## src/rtl/oar_pkg.sv

```systemverilog
// package: register map, fields and types of the output advance and self-test bank
package oar_pkg;
    localparam int ADDR_W = 14;
    localparam int DATA_W = 16;
    localparam int NUM_STREAMS = 16;
    localparam int NUM_MEMS = 4;
    // register offsets
    localparam logic [13:0] LOCAL_ADV_BASE = 14'h0083;
    localparam logic [13:0] LOCAL_ADV_LAST = 14'h0092;
    localparam logic [13:0] BP_ADV_BASE = 14'h00A3;
    localparam logic [13:0] BP_ADV_LAST = 14'h00B2;
    localparam logic [13:0] SELF_TEST_ADDR = 14'h014D;
    localparam logic [13:0] IDENTITY_ADDR = 14'h3FFF;
    // advance field
    localparam int ADV_LSB = 0;
    localparam int ADV_W = 2;
    localparam logic [1:0] ADV_RESET = 2'h0;
    // self-test register fields
    localparam int TEST_ENABLE_BIT = 12;
    // memory index 0..3: bp data, loc data, bp conn, loc conn; start bit is 11 - 3*idx
    localparam int START_BIT_TOP = 11;
    localparam int MEM_BIT_STEP = 3;
    localparam logic [15:0] SELF_TEST_RESET = 16'h0000;
    // identity fields
    localparam int REV_LSB = 4;
    localparam int PART_LSB = 0;
    // advance steps of the 131.072 MHz system clock
    localparam int MAX_ADVANCE = 3;

    typedef struct packed {
        logic [ADDR_W-1:0] addr;
        logic [DATA_W-1:0] wdata;
        logic wr;
        logic rd;
    } oar_req_t;

    typedef struct packed {
        logic [NUM_MEMS-1:0] start;
        logic enable;
    } oar_test_ctl_t;

    typedef enum logic [1:0] {
        OAR_IDLE = 2'b00,
        OAR_ARMED = 2'b01,
        OAR_RUNNING = 2'b10
    } oar_test_state_t;
endpackage : oar_pkg

```

## src/rtl/oar_regs.sv

```systemverilog
// output advance, memory self-test and identity register bank
`timescale 1ns/1ns
`default_nettype none
// Overview of operation
// - sixteen local advance registers, 2-bit field in bits 1:0 per stream
// - field 0 no lead, 1..3 lead by that many system clock cycles
// - field zero keeps stream aligned with the output frame pulse
// - sixteen backplane advance registers with the same encoding per stream
// - bit 12 high selects self-test mode, low normal operation
// - a test starts only on a rising start bit, bits 11 8 5 2
// - done bits 10 7 4 1 set when the matching test finishes
// - pass bits 9 6 3 0 report result, high pass, valid once done
// - read-only identity: revision in 7:4, part code 2:0, rest zero
module oar_regs
    import oar_pkg::*;
#(
    parameter logic [3:0] REVISION_CODE = 4'h5, // arbitrary value
    parameter logic [2:0] PART_CODE = 3'h6 // arbitrary value
)
(
    // clock and reset
    input wire logic core_clk,
    input wire logic reset,
    // host register port, same clock domain
    input wire oar_pkg::oar_req_t host_req,
    output logic [oar_pkg::DATA_W-1:0] host_rdata,
    output logic host_rvalid,
    // output stream generators
    output logic [2*oar_pkg::NUM_STREAMS-1:0] local_advance_field,
    output logic [2*oar_pkg::NUM_STREAMS-1:0] backplane_advance_field,
    // memory self-test engines
    output oar_pkg::oar_test_ctl_t self_test_ctl,
    output logic [oar_pkg::NUM_MEMS-1:0] test_launch,
    input wire logic [oar_pkg::NUM_MEMS-1:0] test_finish,
    input wire logic [oar_pkg::NUM_MEMS-1:0] test_pass
);
    import oar_pkg::*;

    // one function decodes a range hit, used for both banks; the index is a separate subtraction from the base
    function automatic logic in_bank(input logic [ADDR_W-1:0] a, input logic [ADDR_W-1:0] base,
                                     input logic [ADDR_W-1:0] last);
        in_bank = (a >= base) && (a <= last);
    endfunction : in_bank

    logic [ADV_W-1:0] local_adv [NUM_STREAMS];
    logic [ADV_W-1:0] bp_adv [NUM_STREAMS];
    logic self_test_enable;
    logic [NUM_MEMS-1:0] start_bits;
    logic [NUM_MEMS-1:0] done_bits;
    logic [NUM_MEMS-1:0] pass_bits;
    logic [NUM_MEMS-1:0] busy;
    oar_test_state_t test_state;
    oar_test_state_t next_test_state;

    // address decode
    wire logic hit_local = in_bank(host_req.addr, LOCAL_ADV_BASE, LOCAL_ADV_LAST);
    wire logic hit_bp = in_bank(host_req.addr, BP_ADV_BASE, BP_ADV_LAST);
    wire logic hit_test = host_req.addr == SELF_TEST_ADDR;
    wire logic hit_id = host_req.addr == IDENTITY_ADDR;
    wire logic [3:0] local_idx = 4'(host_req.addr - LOCAL_ADV_BASE);
    wire logic [3:0] bp_idx = 4'(host_req.addr - BP_ADV_BASE);
    wire logic test_wr = host_req.wr && hit_test;

    // start bit positions per memory
    wire logic [NUM_MEMS-1:0] wr_start;
    wire logic [DATA_W-1:0] test_view;
    genvar gm;
    generate
        for (gm = 0; gm < NUM_MEMS; gm++)
        begin : g_mem
            localparam int SB = START_BIT_TOP - MEM_BIT_STEP * gm;
            assign wr_start[gm] = host_req.wdata[SB];
            assign test_view[SB] = start_bits[gm];
            assign test_view[SB-1] = done_bits[gm];
            assign test_view[SB-2] = pass_bits[gm];
        end
    endgenerate
    assign test_view[TEST_ENABLE_BIT] = self_test_enable;
    assign test_view[DATA_W-1:TEST_ENABLE_BIT+1] = '0; // reserved reads zero

    // rising start edges accepted only when enable already stood before this write
    wire logic wr_enable = host_req.wdata[TEST_ENABLE_BIT];
    wire logic launch_ok = test_wr && self_test_enable && wr_enable;
    wire logic [NUM_MEMS-1:0] start_rise = wr_start & ~start_bits;
    wire logic [NUM_MEMS-1:0] next_launch = launch_ok ? start_rise : '0;

    // advance registers, only the field bits are stored so reserved bits read zero
    always_ff @(posedge core_clk or posedge reset)
    begin
        if (reset)
        begin
            for (int i = 0; i < NUM_STREAMS; i++)
            begin
                local_adv[i] <= ADV_RESET;
                bp_adv[i] <= ADV_RESET;
            end
        end
        else if (host_req.wr && hit_local)
            local_adv[local_idx] <= host_req.wdata[ADV_LSB +: ADV_W];
        else if (host_req.wr && hit_bp)
            bp_adv[bp_idx] <= host_req.wdata[ADV_LSB +: ADV_W];
    end

    // flatten fields for the stream generators; zero means frame-pulse alignment
    genvar gs;
    generate
        for (gs = 0; gs < NUM_STREAMS; gs++)
        begin : g_stream
            assign local_advance_field[2*gs +: 2] = local_adv[gs];
            assign backplane_advance_field[2*gs +: 2] = bp_adv[gs];
        end
    endgenerate

    // self-test control and status bits
    // done and pass are set by a finish and cleared by a launch; the finish wins a tie,
    // so a relaunch in the finishing cycle still pulses test_launch but does not set busy, and software waits for done first
    always_ff @(posedge core_clk or posedge reset)
    begin
        if (reset)
        begin
            self_test_enable <= SELF_TEST_RESET[TEST_ENABLE_BIT];
            start_bits <= '0;
            done_bits <= '0;
            pass_bits <= '0;
            busy <= '0;
            test_launch <= '0;
        end
        else
        begin
            test_launch <= next_launch;
            if (test_wr)
            begin
                self_test_enable <= wr_enable;
                start_bits <= wr_start;
            end
            for (int m = 0; m < NUM_MEMS; m++)
            begin
                // finish wins over a relaunch in the same cycle
                if (busy[m] && test_finish[m])
                begin
                    done_bits[m] <= 1'b1;
                    pass_bits[m] <= test_pass[m];
                    busy[m] <= 1'b0;
                end
                else if (next_launch[m])
                begin
                    done_bits[m] <= 1'b0;
                    pass_bits[m] <= 1'b0;
                    busy[m] <= 1'b1;
                end
            end
        end
    end

    // mode tracker for reporting
    always_comb
    begin
        case (test_state)
            OAR_IDLE: next_test_state = self_test_enable ? OAR_ARMED : OAR_IDLE;
            OAR_ARMED: next_test_state = !self_test_enable ? OAR_IDLE :
                                         (|busy ? OAR_RUNNING : OAR_ARMED);
            OAR_RUNNING: next_test_state = !self_test_enable ? OAR_IDLE :
                                           (|busy ? OAR_RUNNING : OAR_ARMED);
            default: next_test_state = OAR_IDLE;
        endcase
    end

    always_ff @(posedge core_clk or posedge reset)
    begin
        if (reset)
            test_state <= OAR_IDLE;
        else
            test_state <= next_test_state;
    end

    assign self_test_ctl.enable = self_test_enable;
    assign self_test_ctl.start = start_bits;

    // read mux, one cycle latency
    wire logic [DATA_W-1:0] id_view = {8'h00, REVISION_CODE, 1'b0, PART_CODE};
    wire logic [DATA_W-1:0] next_rdata =
        hit_local ? {{(DATA_W-ADV_W){1'b0}}, local_adv[local_idx]} :
        hit_bp ? {{(DATA_W-ADV_W){1'b0}}, bp_adv[bp_idx]} :
        hit_test ? test_view :
        hit_id ? id_view : 16'h0000;

    always_ff @(posedge core_clk or posedge reset)
    begin
        if (reset)
        begin
            host_rdata <= 16'h0000;
            host_rvalid <= 1'b0;
        end
        else
        begin
            host_rvalid <= host_req.rd;
            if (host_req.rd)
                host_rdata <= next_rdata;
        end
    end

    // every stream field follows a write to its own register only
    generate
        for (gs = 0; gs < NUM_STREAMS; gs++)
        begin : g_stream_chk

        end
    endgenerate

    // per-memory launch, completion, status hold and read-back
    generate
        for (gm = 0; gm < NUM_MEMS; gm++)
        begin : g_mem_chk
            localparam int DONE_POS = START_BIT_TOP - MEM_BIT_STEP * gm - 1;

        end
    endgenerate
endmodule : oar_regs
`default_nettype wire

```

## config.mk

```make
export PLATFORM = sky130hd
export DESIGN_NAME = oar_regs
export DESIGN_NICKNAME = d
export VERILOG_FILES = /design/src/rtl/oar_pkg.sv /design/src/rtl/oar_regs.sv
export SDC_FILE = /design/constraint.sdc
export NUM_CORES = 1
export LEC_CHECK = 0
export BUFFER_PORTS_ARGS = -buffer_cell sky130_fd_sc_hd__buf_2
export CAP_MARGIN = 10
export CORE_UTILIZATION = 30
export CTS_CLUSTER_DIAMETER = 200
export DETAILED_ROUTE_END_ITERATION = 6
export SLEW_MARGIN = 20
export SYNTH_ARGS = -nofsm -noshare
export SYNTH_HDL_FRONTEND = slang
export SYNTH_SLANG_ARGS = --single-unit
export TNS_END_PERCENT = 30
```

## constraint.sdc

```tcl
create_clock -name core_clk -period 8.3 [get_ports core_clk]
set_input_delay 1.66 -clock core_clk [delete_from_list [all_inputs] [get_ports core_clk]]
set_output_delay 1.66 -clock core_clk [all_outputs]
set_load 0.01 [all_outputs]
```

==> metrics.cfg <==
[die]
initial_utilization_pct = 31.0
die_h_um = 128
ios = 132
die_w_um = 128
dieArea_mm2 = 0.0164
fp-row-count = 45
core_mm2 = 0.0154

[timing]
hold_slack_ns = 0.494
max_freq_ghz = 0.239
fin_crit_ns = 4.18
drv_slew = 0
worst_pin_slew_ns = 0.916
tns_ns = 0
rsz0062_at_grt = false
slew_headroom_pct = 38.9
setup_viol = 0
fin_crit_sh_pct = 50.3
clock_skew_ns = 0.00820
hold_violations = 0

[global_routing]
grt_first_pass_wirelength_um = 19400
track_usage_pct = 15.8
grt_start_max_net_pins = 71
antenna_found_initial = 2
grt_overflow = 0
grt_pass1_vias = 3419

[synth]
async_flop_share_pct = 100
synth_cell_types = 40
syn-cell-area_mm2 = 0.00477
synth_seq_cells = 99
synth_top_flop_cell = dfrtp_1
synth_cells = 384
synth_warnings = 0
synth-edff-count = 0
ys_seq_area_share_pct = 51.9
avgSynthCellArea_um2 = 12.4

[drt]
drtPass1Iterations = 4
drt-total-wl_um = 12400
drcViolationCount = 0
via_count = 3492
via_per_inst = 4.88
drt_iter0_markers = 173
wire_per_inst_um = 17.3
ant_nets = 0

[critical_path]
worstPathMaxFanout = 17
cp_cell_sequence = buf_2, inv_1, ha_1, mux4_2, mux4_2, nand2_1, a41oi_1
worstSetupEndpointType = register
cp_common_cell = mux4_2
critPathKind = in -> reg
crit_arrival_ns = 4.37
required_ns = 8.50
slowest_delay_ns = 0.91
slowest_stage = ha_1
r2r_cells = 4
r2r_slack_ns = 6.55
cp-start-kind = input port

[power_and_ir_drop]
powerDensity_mw_per_mm2 = 163
ir_worst_vdd_mv = 0.0846
total_power_mw = 0.953
leakage_nw = 3.15

[cts]
cts_buffer_depth = 2
path_clk_slew_ns = 0.07
cts_buffers = 9
post_cts_resized = 0
post_cts_buffers = 0
cts_tree = built
htree_levels = 3
clk-insertion-delay-late_ns = 0.35
cts_root_buffer = clkbuf_16
cts_hold_buf = 0
cts_sinks = 99

[run]
max_cap_violations = 0

[place]
dp_hpwl_um = 9030
place.gp.congestion = 0.823
portBuffers = 119

[layout]
layout_common_cells = buf_2 (119), dfrtp_1 (99), nand2_1 (47)
final_net_count = 545
drive_gt1_share_pct = 37.4
syn_to_final_growth_pct = 22.7
final_common_cell = buf_2

[min_path]
hp-class = reg -> reg
whs_path_depth = 2

[outcome]
status = complete, no violations

[path summary, 6_finish.rpt]
check | from | end
min | done_bits[0] | done_bits[0]
max in group asynchronous | reset | busy[3]
min reg2reg | done_bits[0] | done_bits[0]
max reg2reg | local_advance_field[21] | host_rdata[1]
min in group asynchronous | reset | host_rvalid
max | host_req[18] | host_rdata[1]
[worst max-delay path, delay by kind of cell]
kind	cells	cell delay (ns)
AO/OA/AOI/OAI	1	0.11
multiplexers	2	0.93
buffers and inverters	2	0.65
AND/OR/NAND/NOR	1	0.10
adder cells (fa/ha/maj)	1	0.91
[sequential cells by signal, indices dropped and copies added (netlist names)]
name	flops
start_bits	4
local_advance_field	32
pass_bits	4
test_launch	4
backplane_advance_field	32
self_test_enable	1
host_rvalid	1
done_bits	4
host_rdata	13
busy	4
[cell families (layout without fill, tap and decap cells)]
family,Yosys count,in the layout,share of synthesized area (%)
simple gates,120,120,13.6
flops,99,99,51.9
mux,91,91,25.4
buf+inv,39,156,3.44
compound gates,25,25,3.57
fa+ha+maj,5,5,1.31
xor+xnor,4,4,0.735
other cells,1,5,0.0786
[synthesized netlist by cell type (2+ instances only)]
| cell type | n | area, um^2 |
|---|---|---|
| dfrtp_1 | 99 | 2480 |
| nand2_1 | 47 | 176 |
| mux2_1 | 46 | 518 |
| mux2_2 | 23 | 259 |
| nand3_1 | 23 | 115 |
| inv_1 | 17 | 63.8 |
| mux4_2 | 17 | 383 |
| and3_1 | 15 | 93.8 |
| clkbuf_1 | 13 | 48.8 |
| o21ai_0 | 11 | 55.1 |
| nor2_1 | 9 | 33.8 |
| ha_1 | 5 | 62.6 |
| mux2i_1 | 5 | 50.1 |
| a21oi_1 | 4 | 20.0 |
| a311o_1 | 4 | 40.0 |
| buf_4 | 4 | 30.0 |
| nand3b_1 | 4 | 30.0 |
| nor2b_1 | 4 | 25.0 |
| nor3_2 | 4 | 40.0 |
| buf_1 | 3 | 11.3 |
| a41oi_1 | 2 | 17.5 |
| and4_1 | 2 | 17.5 |
| buf_2 | 2 | 10.0 |
| nand4_1 | 2 | 12.5 |
| nor4_1 | 2 | 12.5 |
| xnor2_1 | 2 | 17.5 |
| xor2_1 | 2 | 17.5 |
[final cells by class]
cell class	count	area, um^2
inverter	17	66.3
clock inverter	6	48.8
sequential	99	2480
timing repair buffer	123	626
tap	211	264
fill	1519	9520
multi-input combinational	248	2140
antenna	2	5.00
clock buffer	10	229
[power by group]
| part | internal [mW] | switching (mW) |
|---|---|---|
| sequential | 0.483 | 0.000634 |
| clock | 0.207 | 0.194 |
| combinational | 0.0203 | 0.0488 |
[layer usage]
metal	vias up	part of all wire (%)	track usage (%)
li1	1617	-	-
met1	1753	45	20.9
met2	109	46	24.4
met3	11	7.7	4.97
met4	2	1.2	5.19
met5	-	0.097	0
[through the flow]
| step | util [%] | area [um^2] | cells | setup slack, ns |
|---|---|---|---|---|
| floorplan | - | 4780 | 386 | 3.94 |
| global placement | 36.2 | 5570 | 698 | 3.71 |
| detailed placement | 36.2 | 5570 | 698 | 3.69 |
| CTS | 38.0 | 5850 | 714 | 4.09 |
| global route | 38.0 | 5850 | 714 | 3.93 |
| finish | 38.1 | 5850 | 716 | 4.12 |
(Power assumes the default switching activity.)
